==> src/core/pch_regs.svh <==
`ifndef PCH_REGS_SVH
`define PCH_REGS_SVH
// Internal register offsets
`define PCH_OFF_IO_BASE 16'hD024
`define PCH_OFF_SUBSYS 16'hD02C
`define PCH_OFF_FIRST_CAPABILITY_OFFSET 16'hD034
`define PCH_OFF_CFG2 16'hD03C
`define PCH_OFF_TOLIM 16'hD040
`define PCH_OFF_TOSTAT 16'hD080
// Configuration-space offsets
`define PCH_CFG_IO_BASE 8'h24
`define PCH_CFG_SUBSYS 8'h2C
`define PCH_CFG_FIRST_CAPABILITY_OFFSET 8'h34
`define PCH_CFG_CFG2 8'h3C
// Fixed values and resets
`define PCH_IO_FLAG 1'b1
`define PCH_CAP_OFFSET 8'hDC
`define PCH_RST_MAXLAT 8'h0A
`define PCH_RST_MINGNT 8'h02
`define PCH_RST_INTPIN 8'h01
`define PCH_RST_INTLINE 8'h00
`define PCH_RST_SUBSYS 32'h0000_0000
`define PCH_RST_RETRY 8'h80
`define PCH_RST_READY 8'h80
`define PCH_RST_IOBASE 24'h00_0000
// Status bit positions
`define PCH_ST_RETRY_BIT 0
`define PCH_ST_READY_BIT 1
`endif

==> src/core/pch_pkg.sv <==
package pch_pkg;
  // Register access request
  typedef struct packed {
    logic wr;
    logic rd;
    logic [15:0] addr;
    logic [31:0] wdata;
  } pch_req_s;
  // EEPROM preload word
  typedef struct packed {
    logic [31:0] subsys;
    logic [7:0] max_lat;
    logic [7:0] min_gnt;
    logic [7:0] int_pin;
  } pch_load_s;
  // Initiator bus events, PCI clock domain
  typedef struct packed {
    logic pci_clk;
    logic data_phase;
    logic trdy_n;
    logic retry;
    logic xact_end;
  } pch_init_s;
  typedef enum logic [1:0] {
    PCH_IDLE = 2'b00,
    PCH_WAIT = 2'b01,
    PCH_DONE = 2'b10
  } pch_phase_e;
endpackage : pch_pkg

==> src/core/pch_header_regs.sv <==
`timescale 1ns/100ps
`include "pch_regs.svh"
module pch_header_regs (
  // Clock and reset
  input wire logic ref_clk,
  input wire logic srst,
  // Mode
  input wire logic endpoint_mode,
  // Internal register access
  input wire pch_pkg::pch_req_s req,
  output logic [31:0] rdata,
  output logic ack,
  output logic refused,
  // Configuration-space read port
  input wire logic cfg_rd,
  input wire logic [7:0] cfg_addr,
  output logic [31:0] cfg_rdata,
  // EEPROM preload
  input wire logic load_en,
  input wire pch_pkg::pch_load_s load,
  // PCI initiator events, PCI clock domain
  input wire pch_pkg::pch_init_s init_bus,
  // Initiator error indications and I/O base high byte
  output logic xact_error,
  output logic [7:0] io_base_hi,
  output logic [1:0] timeout_flags
);
  logic [23:0] io_base_reg;
  logic [31:0] subsys_reg;
  logic [7:0] max_lat_reg;
  logic [7:0] min_gnt_reg;
  logic [7:0] int_pin_reg;
  logic [7:0] int_line_reg;
  logic [7:0] retry_lim_reg;
  logic [7:0] ready_lim_reg;
  logic [1:0] flag_reg;
  logic [4:0] sync_q;
  logic pci_clk_d_reg;
  logic pci_rise;
  logic retry_to;
  logic ready_to;
  logic blocked;
  logic [31:0] rd_next;

  // Address decode to register value
  function automatic logic [31:0] reg_value(input logic [15:0] a, input logic [23:0] iob,
      input logic [31:0] ss, input logic [31:0] c2, input logic [15:0] tl,
      input logic [1:0] fl);
    logic [31:0] v;
    v = 32'h0000_0000;
    if (a == `PCH_OFF_IO_BASE) begin
      v = {iob, 7'h00, `PCH_IO_FLAG};
    end else if (a == `PCH_OFF_SUBSYS) begin
      v = ss;
    end else if (a == `PCH_OFF_FIRST_CAPABILITY_OFFSET) begin
      v = {24'h00_0000, `PCH_CAP_OFFSET};
    end else if (a == `PCH_OFF_CFG2) begin
      v = c2;
    end else if (a == `PCH_OFF_TOLIM) begin
      v = {16'h0000, tl};
    end else if (a == `PCH_OFF_TOSTAT) begin
      v = {30'h0000_0000, fl};
    end
    return v;
  endfunction : reg_value

  function automatic logic is_blocked(input logic [15:0] a);
    return (a == `PCH_OFF_SUBSYS) || (a == `PCH_OFF_CFG2) || (a == `PCH_OFF_TOLIM);
  endfunction : is_blocked

  assign blocked = endpoint_mode && is_blocked(req.addr);

  // PCI side synchroniser
  pch_sync #(
    .W(5)
  ) u_sync (
    .ref_clk(ref_clk),
    .srst(srst),
    .d_async(init_bus),
    .q(sync_q)
  );

  // PCI clock edge detect
  always_ff @(posedge ref_clk) begin
    if (srst) begin
      pci_clk_d_reg <= 1'b0;
    end else begin
      pci_clk_d_reg <= sync_q[4];
    end
  end
  assign pci_rise = sync_q[4] && !pci_clk_d_reg;

  // Watchdogs
  pch_timeout u_to (
    .ref_clk(ref_clk),
    .srst(srst),
    .retry_limit(retry_lim_reg),
    .ready_wait_limit(ready_lim_reg),
    .pci_rise(pci_rise),
    .data_phase(sync_q[3]),
    .trdy_n(sync_q[2]),
    .retry(sync_q[1]),
    .xact_end(sync_q[0]),
    .retry_to(retry_to),
    .ready_to(ready_to)
  );

  always_ff @(posedge ref_clk) begin
    if (srst) begin
      io_base_reg <= `PCH_RST_IOBASE;
    end else if (req.wr && req.addr == `PCH_OFF_IO_BASE) begin
      io_base_reg <= req.wdata[31:8];
    end
  end

  always_ff @(posedge ref_clk) begin
    if (srst) begin
      subsys_reg <= `PCH_RST_SUBSYS;
      max_lat_reg <= `PCH_RST_MAXLAT;
      min_gnt_reg <= `PCH_RST_MINGNT;
      int_pin_reg <= `PCH_RST_INTPIN;
    end else if (load_en) begin
      subsys_reg <= load.subsys;
      max_lat_reg <= load.max_lat;
      min_gnt_reg <= load.min_gnt;
      int_pin_reg <= load.int_pin;
    end
  end

  always_ff @(posedge ref_clk) begin
    if (srst) begin
      int_line_reg <= `PCH_RST_INTLINE;
    end else if (req.wr && !blocked && req.addr == `PCH_OFF_CFG2) begin
      int_line_reg <= req.wdata[7:0];
    end
  end

  always_ff @(posedge ref_clk) begin
    if (srst) begin
      retry_lim_reg <= `PCH_RST_RETRY;
      ready_lim_reg <= `PCH_RST_READY;
    end else if (req.wr && !blocked && req.addr == `PCH_OFF_TOLIM) begin
      retry_lim_reg <= req.wdata[15:8];
      ready_lim_reg <= req.wdata[7:0];
    end
  end

  always_ff @(posedge ref_clk) begin
    if (srst) begin
      flag_reg <= 2'b00;
    end else begin
      for (int i = 0; i < 2; i++) begin
        if ((i == `PCH_ST_READY_BIT && ready_to) || (i == `PCH_ST_RETRY_BIT && retry_to)) begin
          flag_reg[i] <= 1'b1;
        end else if (req.wr && req.addr == `PCH_OFF_TOSTAT && req.wdata[i]) begin
          flag_reg[i] <= 1'b0;
        end
      end
    end
  end

  // Internal read path
  always_comb begin
    rd_next = reg_value(req.addr, io_base_reg, subsys_reg,
        {max_lat_reg, min_gnt_reg, int_pin_reg, int_line_reg},
        {retry_lim_reg, ready_lim_reg}, flag_reg);
  end

  // Registered answer, one cycle after the request
  always_ff @(posedge ref_clk) begin
    if (srst) begin
      rdata <= 32'h0000_0000;
      ack <= 1'b0;
      refused <= 1'b0;
    end else begin
      ack <= (req.rd || req.wr) && !blocked;
      refused <= (req.rd || req.wr) && blocked;
      rdata <= (req.rd && !blocked) ? rd_next : 32'h0000_0000;
    end
  end

  always_ff @(posedge ref_clk) begin
    if (srst) begin
      cfg_rdata <= 32'h0000_0000;
    end else if (cfg_rd) begin
      if (cfg_addr == `PCH_CFG_IO_BASE) begin
        cfg_rdata <= reg_value(`PCH_OFF_IO_BASE, io_base_reg, subsys_reg, 32'h0, 16'h0, 2'b0);
      end else if (cfg_addr == `PCH_CFG_SUBSYS) begin
        cfg_rdata <= subsys_reg;
      end else if (cfg_addr == `PCH_CFG_FIRST_CAPABILITY_OFFSET) begin
        cfg_rdata <= {24'h00_0000, `PCH_CAP_OFFSET};
      end else if (cfg_addr == `PCH_CFG_CFG2) begin
        cfg_rdata <= {max_lat_reg, min_gnt_reg, int_pin_reg, int_line_reg};
      end else begin
        cfg_rdata <= 32'h0000_0000;
      end
    end
  end

  // Error outputs and I/O base high byte
  always_ff @(posedge ref_clk) begin
    if (srst) begin
      xact_error <= 1'b0;
    end else begin
      xact_error <= retry_to || ready_to;
    end
  end
  assign io_base_hi = io_base_reg[23:16];
  assign timeout_flags = flag_reg;

  // Assertions
  // io flag fixed
  AST_IO_FLAG: assert property (@(posedge ref_clk) disable iff (srst)
    req.rd && req.addr == `PCH_OFF_IO_BASE |=> ack && rdata[0] == 1'b1)
    else $error("io flag not one");
  AST_IO_RESERVED: assert property (@(posedge ref_clk) disable iff (srst)
    req.rd && req.addr == `PCH_OFF_IO_BASE |=> rdata[7:1] == 7'h00)
    else $error("io reserved bits not zero");
  AST_IO_WRITE: assert property (@(posedge ref_clk) disable iff (srst)
    req.wr && req.addr == `PCH_OFF_IO_BASE |=> io_base_reg == $past(req.wdata[31:8]))
    else $error("io base not written");
  AST_CFG_IO_BASE: assert property (@(posedge ref_clk) disable iff (srst)
    cfg_rd && cfg_addr == `PCH_CFG_IO_BASE |=>
    cfg_rdata[31:8] == $past(io_base_reg) && cfg_rdata[0] == 1'b1)
    else $error("configuration io base wrong");
  AST_REFUSE: assert property (@(posedge ref_clk) disable iff (srst)
    (req.rd || req.wr) && endpoint_mode && req.addr == `PCH_OFF_TOLIM |=> refused && !ack)
    else $error("endpoint access not refused");
  AST_REFUSE_SUBSYS: assert property (@(posedge ref_clk) disable iff (srst)
    (req.rd || req.wr) && endpoint_mode && req.addr == `PCH_OFF_SUBSYS |=>
    refused && !ack && rdata == 32'h0000_0000)
    else $error("subsystem access not refused");
  AST_REFUSE_CFG2: assert property (@(posedge ref_clk) disable iff (srst)
    (req.rd || req.wr) && endpoint_mode && req.addr == `PCH_OFF_CFG2 |=>
    refused && !ack && rdata == 32'h0000_0000)
    else $error("config two access not refused");
  AST_REFUSE_KEEP: assert property (@(posedge ref_clk) disable iff (srst)
    req.wr && endpoint_mode && req.addr == `PCH_OFF_TOLIM |=>
    retry_lim_reg == $past(retry_lim_reg) && ready_lim_reg == $past(ready_lim_reg))
    else $error("refused write changed limits");
  AST_ACK_EXCL: assert property (@(posedge ref_clk) disable iff (srst)
    !(ack && refused))
    else $error("ack and refused together");
  AST_SUBSYS_RO: assert property (@(posedge ref_clk) disable iff (srst)
    !load_en |=> subsys_reg == $past(subsys_reg))
    else $error("subsystem changed without load");
  AST_SUBSYS_CFG: assert property (@(posedge ref_clk) disable iff (srst)
    cfg_rd && cfg_addr == `PCH_CFG_SUBSYS |=> cfg_rdata == $past(subsys_reg))
    else $error("configuration subsystem wrong");
  AST_CFG2_RO: assert property (@(posedge ref_clk) disable iff (srst)
    !load_en |=> max_lat_reg == $past(max_lat_reg) && int_pin_reg == $past(int_pin_reg))
    else $error("read only field changed");
  AST_MINGNT_RO: assert property (@(posedge ref_clk) disable iff (srst)
    !load_en |=> min_gnt_reg == $past(min_gnt_reg))
    else $error("min grant changed without load");
  AST_LOAD: assert property (@(posedge ref_clk) disable iff (srst)
    load_en |=> subsys_reg == $past(load.subsys) && max_lat_reg == $past(load.max_lat))
    else $error("preload not taken");
  AST_RESET_CFG2: assert property (@(posedge ref_clk)
    srst |=> max_lat_reg == `PCH_RST_MAXLAT && min_gnt_reg == `PCH_RST_MINGNT &&
    int_pin_reg == `PCH_RST_INTPIN && int_line_reg == `PCH_RST_INTLINE)
    else $error("config two reset value wrong");
  AST_RESET_LIMITS: assert property (@(posedge ref_clk)
    srst |=> retry_lim_reg == `PCH_RST_RETRY && ready_lim_reg == `PCH_RST_READY &&
    subsys_reg == `PCH_RST_SUBSYS && flag_reg == 2'b00)
    else $error("limit reset value wrong");
  AST_INTLINE_WRITE: assert property (@(posedge ref_clk) disable iff (srst)
    req.wr && !endpoint_mode && req.addr == `PCH_OFF_CFG2 |=>
    int_line_reg == $past(req.wdata[7:0]))
    else $error("interrupt line not written");
  AST_LIMIT_WRITE: assert property (@(posedge ref_clk) disable iff (srst)
    req.wr && !endpoint_mode && req.addr == `PCH_OFF_TOLIM |=>
    {retry_lim_reg, ready_lim_reg} == $past(req.wdata[15:0]))
    else $error("limits not written");
  AST_FIRST_CAPABILITY_OFFSET: assert property (@(posedge ref_clk) disable iff (srst)
    cfg_rd && cfg_addr == `PCH_CFG_FIRST_CAPABILITY_OFFSET |=> cfg_rdata == 32'h0000_00DC)
    else $error("capability pointer wrong");
  AST_READY_FLAG: assert property (@(posedge ref_clk) disable iff (srst)
    ready_to |=> flag_reg[`PCH_ST_READY_BIT] && xact_error)
    else $error("ready flag not set");
  AST_CLEAR_READY: assert property (@(posedge ref_clk) disable iff (srst)
    req.wr && req.addr == `PCH_OFF_TOSTAT && req.wdata[`PCH_ST_READY_BIT] && !ready_to |=>
    !flag_reg[`PCH_ST_READY_BIT])
    else $error("ready flag not cleared");
  AST_STICKY_READY: assert property (@(posedge ref_clk) disable iff (srst)
    flag_reg[`PCH_ST_READY_BIT] &&
    !(req.wr && req.addr == `PCH_OFF_TOSTAT && req.wdata[`PCH_ST_READY_BIT]) |=>
    flag_reg[`PCH_ST_READY_BIT])
    else $error("ready flag lost");
  AST_RETRY_FLAG: assert property (@(posedge ref_clk) disable iff (srst)
    retry_to |=> flag_reg[`PCH_ST_RETRY_BIT] && xact_error)
    else $error("retry flag not set");
  AST_CLEAR_RETRY: assert property (@(posedge ref_clk) disable iff (srst)
    req.wr && req.addr == `PCH_OFF_TOSTAT && req.wdata[`PCH_ST_RETRY_BIT] && !retry_to |=>
    !flag_reg[`PCH_ST_RETRY_BIT])
    else $error("retry flag not cleared");
  AST_STICKY_RETRY: assert property (@(posedge ref_clk) disable iff (srst)
    flag_reg[`PCH_ST_RETRY_BIT] &&
    !(req.wr && req.addr == `PCH_OFF_TOSTAT && req.wdata[`PCH_ST_RETRY_BIT]) |=>
    flag_reg[`PCH_ST_RETRY_BIT])
    else $error("retry flag lost");
  AST_ZERO_LIMIT: assert property (@(posedge ref_clk) disable iff (srst)
    ready_lim_reg == 8'h00 && retry_lim_reg == 8'h00 |=> !ready_to && !retry_to)
    else $error("timeout with zero limit");

  // Cover points
  COV_READY_TO: cover property (@(posedge ref_clk) disable iff (srst) ready_to);
  COV_RETRY_TO: cover property (@(posedge ref_clk) disable iff (srst) retry_to);
  COV_REFUSE: cover property (@(posedge ref_clk) disable iff (srst) refused);
  COV_LOAD: cover property (@(posedge ref_clk) disable iff (srst) load_en);
  COV_FLAG_CLEAR: cover property (@(posedge ref_clk) disable iff (srst)
    req.wr && req.addr == `PCH_OFF_TOSTAT && flag_reg != 2'b00);
endmodule : pch_header_regs

==> src/core/pch_sync.sv <==
`timescale 1ns/100ps
// Three-stage synchroniser; change accepted when stages two and three agree
module pch_sync #(
  parameter int W = 5
) (
  // Clock and reset
  input wire logic ref_clk,
  input wire logic srst,
  // Data
  input wire logic [W-1:0] d_async,
  output logic [W-1:0] q
);
  logic [W-1:0] s1_reg;
  logic [W-1:0] s2_reg;
  logic [W-1:0] s3_reg;
  // Shift chain
  always_ff @(posedge ref_clk) begin
    if (srst) begin
      s1_reg <= '0;
      s2_reg <= '0;
      s3_reg <= '0;
    end else begin
      s1_reg <= d_async;
      s2_reg <= s1_reg;
      s3_reg <= s2_reg;
    end
  end
  // Filtered output
  always_ff @(posedge ref_clk) begin
    if (srst) begin
      q <= '0;
    end else begin
      for (int i = 0; i < W; i++) begin
        if (s2_reg[i] == s3_reg[i]) begin
          q[i] <= s3_reg[i];
        end
      end
    end
  end
endmodule : pch_sync

==> src/core/pch_timeout.sv <==
`timescale 1ns/100ps
// Initiator retry and ready-wait watchdogs, counted on PCI clock edges
module pch_timeout (
  // Clock and reset
  input wire logic ref_clk,
  input wire logic srst,
  // Limits
  input wire logic [7:0] retry_limit,
  input wire logic [7:0] ready_wait_limit,
  // Synchronised bus events and PCI clock rising edge
  input wire logic pci_rise,
  input wire logic data_phase,
  input wire logic trdy_n,
  input wire logic retry,
  input wire logic xact_end,
  // Timeout pulses
  output logic retry_to,
  output logic ready_to
);
  logic [8:0] retry_cnt_reg;
  logic [8:0] wait_cnt_reg;
  pch_pkg::pch_phase_e ph_reg;
  always_ff @(posedge ref_clk) begin
    if (srst) begin
      retry_cnt_reg <= '0;
      retry_to <= 1'b0;
    end else begin
      retry_to <= 1'b0;
      if (pci_rise) begin
        if (xact_end && !retry) begin
          retry_cnt_reg <= '0;
        end else if (retry) begin
          if (retry_limit != 8'h00 && retry_cnt_reg >= {1'b0, retry_limit}) begin
            retry_to <= 1'b1;
            retry_cnt_reg <= '0;
          end else begin
            retry_cnt_reg <= retry_cnt_reg + 9'h001;
          end
        end
      end
    end
  end
  always_ff @(posedge ref_clk) begin
    if (srst) begin
      ph_reg <= pch_pkg::PCH_IDLE;
      wait_cnt_reg <= '0;
      ready_to <= 1'b0;
    end else begin
      ready_to <= 1'b0;
      if (pci_rise) begin
        case (ph_reg)
          pch_pkg::PCH_IDLE: begin
            wait_cnt_reg <= '0;
            if (data_phase && trdy_n) begin
              ph_reg <= pch_pkg::PCH_WAIT;
              wait_cnt_reg <= 9'h001;
            end
          end
          pch_pkg::PCH_WAIT: begin
            if (!trdy_n || xact_end || !data_phase) begin
              ph_reg <= pch_pkg::PCH_IDLE;
              wait_cnt_reg <= '0;
            end else if (ready_wait_limit != 8'h00 &&
                         wait_cnt_reg >= {1'b0, ready_wait_limit}) begin
              ready_to <= 1'b1;
              ph_reg <= pch_pkg::PCH_DONE;
            end else begin
              wait_cnt_reg <= wait_cnt_reg + 9'h001;
            end
          end
          pch_pkg::PCH_DONE: begin
            if (xact_end || !data_phase) begin
              ph_reg <= pch_pkg::PCH_IDLE;
              wait_cnt_reg <= '0;
            end
          end
          default: begin
            ph_reg <= pch_pkg::PCH_IDLE;
          end
        endcase
      end
    end
  end
endmodule : pch_timeout

==> config.mk <==
export PLATFORM = sky130hd
export DESIGN_NAME = pch_header_regs
export DESIGN_NICKNAME = d
export VERILOG_FILES = /design/src/core/pch_pkg.sv /design/src/core/pch_header_regs.sv /design/src/core/pch_sync.sv /design/src/core/pch_timeout.sv
export VERILOG_INCLUDE_DIRS = /design/src /design/src/core
export SDC_FILE = /design/constraint.sdc
export NUM_CORES = 1
export LEC_CHECK = 0
export ABC_CLOCK_PERIOD_IN_PS = 3000
export BUFFER_PORTS_ARGS = -buffer_cell sky130_fd_sc_hd__buf_2
export CAP_MARGIN = 40
export CORE_MARGIN = 4
export CORE_UTILIZATION = 56
export CTS_BUF_LIST = sky130_fd_sc_hd__clkbuf_4 sky130_fd_sc_hd__clkbuf_8
export CTS_CLUSTER_DIAMETER = 30
export DETAILED_ROUTE_END_ITERATION = 12
export HOLD_SLACK_MARGIN = 0.15
export PLACE_DENSITY = 0.91
export SLEW_MARGIN = 20
export SYNTH_ARGS = -nofsm -noshare
export SYNTH_HDL_FRONTEND = slang
export SYNTH_HIERARCHICAL = 1
export SYNTH_SLANG_ARGS = --single-unit
==> constraint.sdc <==
create_clock -name ref_clk -period 3 [get_ports ref_clk]
set_input_delay 0 -clock ref_clk [delete_from_list [all_inputs] [get_ports ref_clk]]
set_output_delay 0 -clock ref_clk [all_outputs]
set_load 0.02 [all_outputs]
Yosys cells after proc, flatten, opt, wreduce, memory -nomap -nowiden:

Index checks and enable logic that the tools add are counted.

* memories kept: 0
* bits in read-only memories: 0
* word-level logic and storage cells: 130
* memory bits (writable): 0
* register bits: 216
* bits in latches: 0
* input port bits: 124

* bitwise gates (word level): 4
* $add $sub $neg: 2
* shift-type cells: 0
* muxes and demuxes: 29
* reductions and logical operators: 42
* order comparisons: 2
* div/mod/pow operators: 0
* multipliers: 0
* equality and inequality tests: 21

Operators by type and width (number)
* 32-bit two-way mux: 8
* 16-bit == test, second input constant: 6
* 9-bit two-way mux: 6
* 8-bit by 6-bit == test with 1-bit output, second input constant: 4
* 9-bit one-hot mux with 3 select lines: 1
* 9-bit by 1-bit adder with 9-bit output, second input constant: 2
* 9-bit by 8-bit greater-or-equal comparator with 1-bit output: 2
* 1-bit logical AND: 16
* 16-bit two-way mux: 1
* 8-bit nonzero test: 2
* 2-bit two-way mux: 5
* 4-bit AND reduction: 2
* 4-bit OR reduction: 2
* 1-bit logical OR: 7
* 1-bit two-way mux: 7
* 2-bit one-hot mux with 3 select lines: 1
* 2-bit nonzero test: 3
* 1-bit == test: 5
* 1-bit logical NOT: 5
* 2-bit by 1-bit inequality test with 1-bit output, second input constant: 2
* 1-bit inverter: 4
* 3-bit by 1-bit inequality test with 1-bit output, second input constant: 1
* 3-bit by 2-bit inequality test with 1-bit output, second input constant: 1
* 3-bit nonzero test: 1
* 6 further kinds: 6

Depth between registers and ports, before layout:

* depth after elaboration: 8
* depth in mapped cells: 8

Hierarchy:

Netlist, hierarchy kept.

By module, submodules not included
* pch_header_regs: cells each 779, seq. area each 3483.3 µm², area each 7119.3 µm², instances 1
* pch_timeout: cells each 223, seq. area each 440.4 µm², area each 1740.4 µm², instances 1
* pch_sync: cells each 52, seq. area each 400.4 µm², area each 641.9 µm², instances 1

Least setup slack after synthesis:

Ideal clock, no wire load.

* path kind: flip-flop to flip-flop
* from: register ready_lim_reg[6]
* to: register u_to.wait_cnt_reg[7]
* path slack: 992 ps
* required time: 2869 ps
* path buffers: 1
* clock period less this slack: 2008 ps
* arrival: 1876 ps
* stages on the path, launching flop included: 9
* setup time: 131 ps
* cells stage by stage: dfxtp_1 inv_1 ha_1 a21o_1 a211o_1 o311ai_2 buf_2 a21o_1 a31oi_1

* word-level cells in the longest chain between the ends: 4
* elaborated cells on any way between the ends: 5
* classes of those cells: order compare: 1; eq/ne: 1; reduce/logical: 3

RTL lines
* start, declared: line pch_header_regs.sv:35 `logic [7:0] ready_lim_reg;`
* start signal, assigned: line pch_header_regs.sv:141 `` ready_lim_reg <= `PCH_RST_READY; ``
* start signal, assigned: line pch_header_regs.sv:144 `ready_lim_reg <= req.wdata[7:0];`
* 9-bit by 8-bit greater-or-equal comparator with 1-bit output or 8-bit nonzero test (tied branches): line pch_timeout.sv:64, pch_timeout.sv:63
* 1-bit logical AND *: line pch_timeout.sv:63 `end else if (ready_wait_limit != 8'h00 &&`
* 3-bit by 2-bit inequality test with 1-bit output (no source line) *
* 4-bit AND reduction (no source line) *
* end signal, assigned: line pch_timeout.sv:68 `wait_cnt_reg <= wait_cnt_reg + 9'h001;`
* end, declared: line pch_timeout.sv:21 `logic [8:0] wait_cnt_reg;`

Every way passes the cells marked *; elsewhere a longest branch is shown, timed or not.
A chain may end at the register's enable or synchronous reset.

Worst setup path in the final report:

* from: input port req[33] (netlist bit)
* to: register rdata[1]

* word-level cells in the longest chain between the ends: 8
* elaborated cells on any way between the ends: 18
* classes of those cells: eq/ne: 6; mux: 5; bitwise: 1; reduce/logical: 6

RTL lines
* start, declared: line pch_header_regs.sv:10 `input wire pch_pkg::pch_req_s req,`
* branches (longest 8 deep; another with 32-bit two-way mux)
* end signal, assigned: line pch_header_regs.sv:178 `rdata <= (req.rd && !blocked) ? rd_next : 32'h0000_0000;`
* end, declared: line pch_header_regs.sv:11 `output logic [31:0] rdata,`

Parallel ways; which one is timed is not known.

==> results.toml <==
[status]
outcome = "finished, final reports clean"

[clock_tree]
post-cts-setup-buffer-count = 0
numCtsBuffers = 44
clk_path_buf_depth = 3
htree_num_levels = 2
cts_resized = 0
root_buffer = "clkbuf_8"
clkTransAtPathRegs_ps = 70
clkSinkCount = 216
holdBufCountCts = 165
insertion_delay_ps = 560
cts_tree = "done"

[route]
via_per_inst = 6.166
wl_per_cell_um = 21.03
vias = 10235
drc = 0
routed_wl_um = 34920
drt_iter0_markers = 1265
postRouteAntennaNets = 0
first_pass_iters = 8

[synthesis]
synth_top_area_cell = "dfxtp_1"
synth.avg_cell_area_um2 = 9.015
yosysWarningCount = 6
syn-cell-area_um2 = 9502
ys_top_cells_by_count = "216 x dfxtp_1, 149 x nand2_1, 123 x nor2_1"
synth_edf_count = 0
synth_top_cell_area_share = 0.4551
ys_types = 68
synth-async-reset-ratio = 0
syn_inst = 1054
synth-seq-area-share = 0.4551
synthTopCellsByArea = "dfxtp_1 46%, mux2i_1 7.1%, nand2_1 5.9%"
ys_ff_latch = 216
synth_most_common_cell = "dfxtp_1"
postSynthNetCount = 1200
ys.flop_type = "dfxtp_1"

[global_routing]
grt.overflow.total = 0
grt_pass1_vias = 10366
grtUsageTotal = 0.3508
grt_max_degree = 81
grt_pass1_wl_um = 55210
antenna_found_initial = 2

[timing]
period_minus_slack_ps = 2813
relSlewSlack = 0.4071
finalSetupViolCount = 0
holdWs_ps = 217.9
post-route-worst-setup-slack_ps = 186.8
min_period_over_period = 0.9377
maxSlewViolCount = 0
rsz0062_at_grt = "false"
clock_skew_ps = 24.82
fmax_ghz = 0.3555
tns_ps = 0
tightest_slew_ps = 889.3
finalHoldViolCount = 0

[floorplan]
core-area_um2 = 16580
num_io_pins = 201
design.die.area_um2 = 19120
dieWidth_um = 138.3
start_util = 0.5730
fp.dieH_um = 138.3
rows = 47

[placed_design]
gp_congestion = 0.8996
io_buffers = 200
dp_slack_ps = 745.6
dp_hpwl_um = 18360
dpl_cell_area_um2 = 10560

[finish]
drive_gt1_frac = 0.2364
seqCellArea_um2 = 4324
stdcell_area_um2 = 13250
multiInputGateArea_um2 = 4718
final_core_util = 0.7992
syn2layout_area_growth_pct = 39.49
fill_cells = 913
final_nets = 1555

[setup_path]
startpoint_type = "input pin"
endpoint_kind = "flop"
crit_path_max_fanout = 18
critPathTopFamily = "simple AND/OR/NAND/NOR gates"
worstPathCellList = "dlygate4sd3_1, buf_2, nor3_1, and3_1, and2_1, a32oi_1, dlygate4sd3_1, a21oi_1"
cp.required_ps = 3480
critPathKind = "input pin to flop"
cp.arrival_ps = 3290
cp_slowest_cell = "and2_1"
crit_top_cell = "dlygate4sd3_1"
cp.buffers_inverters = 3
slowest_delay_ps = 780

[run]
cap_violations = 0

[power]
powerDensity_nw_per_um2 = 534.9
p_leak_nw = 5.558
ir_worst_vdd_uv = 424.9

[worst_hold_path]
hold_class = "input pin to flop"
cell usage in the layout, fill, tap and decap left out, types with 10 or more instances in the layout:
cell           Yosys  layout
o21ai_0           13      13
a21oi_1           58      58
a311oi_1          24      24
ha_1              22      22
nor2b_2           15      15
buf_4             11      17
buf_2             18     198
mux2i_1           67      67
o21ai_1           16      16
inv_1             26      26
a22o_1            12      12
a222oi_1          16      16
nand2_1          149     149
nand2b_1          19      19
and3_1            10      10
dfxtp_1          216     216
clkbuf_8           0      48
a22oi_1           31      31
nor3_1            18      18
dlygate4sd3_1      0     167
nor2_1           123     123
worst min-delay path, cell delays in order:
cell,delay (ps)
dlygate4sd3_1,510
buf_2,100
mux2i_1,60
nor2_1,70
cell type report:
cell class	count	area share
Timing Repair Buffer	385	0.2150
Clock buffer	51	0.05154
Sequential cell	216	0.3263
Clock inverter	24	0.02247
Antenna cell	2	0.0003776
Inverter	27	0.007647
Tap cell	220	0.02077
Multi-Input combinational cell	735	0.3560
stage by stage:
stage	cells	power (mW)
5_1_grt	1660	7.264
3_3_place_gp	1413	3.431
6_report	1660	7.090
4_1_cts	1654	6.973
2_1_floorplan	1054	3.271
3_5_place_dp	1414	3.444
power breakdown:
group | switching (mW) | total [mW] | leakage [nW] | internal, mW
combinational | 0.295 | 0.600 | 3.30 | 0.305
sequential | 0.0641 | 3.01 | 1.76 | 2.94
clock | 1.43 | 3.48 | 0.497 | 2.05
cells by family (layout without fill, tap and decap cells):
| kind of cell | Yosys count | after routing | share of synthesized area |
|---|---|---|---|
| XOR/XNOR | 2 | 2 | 0.001844 |
| AND/OR/NAND/NOR | 412 | 412 | 0.2135 |
| AO/OA/AOI/OAI | 232 | 232 | 0.1795 |
| buffers and inverters | 103 | 487 | 0.05057 |
| multiplexers | 67 | 67 | 0.07058 |
| flip-flops | 216 | 216 | 0.4551 |
| other | 0 | 2 | 0 |
| adder cells (fa/ha/maj) | 22 | 22 | 0.02897 |
worst paths after layout:
path                            slack, ps  depth (start not counted)              from                to
worst max register to register        510                          7   int_line_reg[0]      cfg_rdata[0]
worst max-delay path                  190                          8           req[33]          rdata[1]
worst min-delay path                  220                          4          load[48]    subsys_reg[24]
worst min register to register        450                          1  u_sync/s1_reg[0]  u_sync/s2_reg[0]
metal layers:
layer | up-vias | track usage | wire length (um)
li1 | 4472 | - | -
met1 | 4769 | 0.4022 | 12400
met2 | 802 | 0.5961 | 16860
met3 | 192 | 0.09047 | 3618
met4 | 0 | 0.1971 | 2048
met5 | - | 0 | 0
Note: power is estimated with default switching activity, not from simulation.
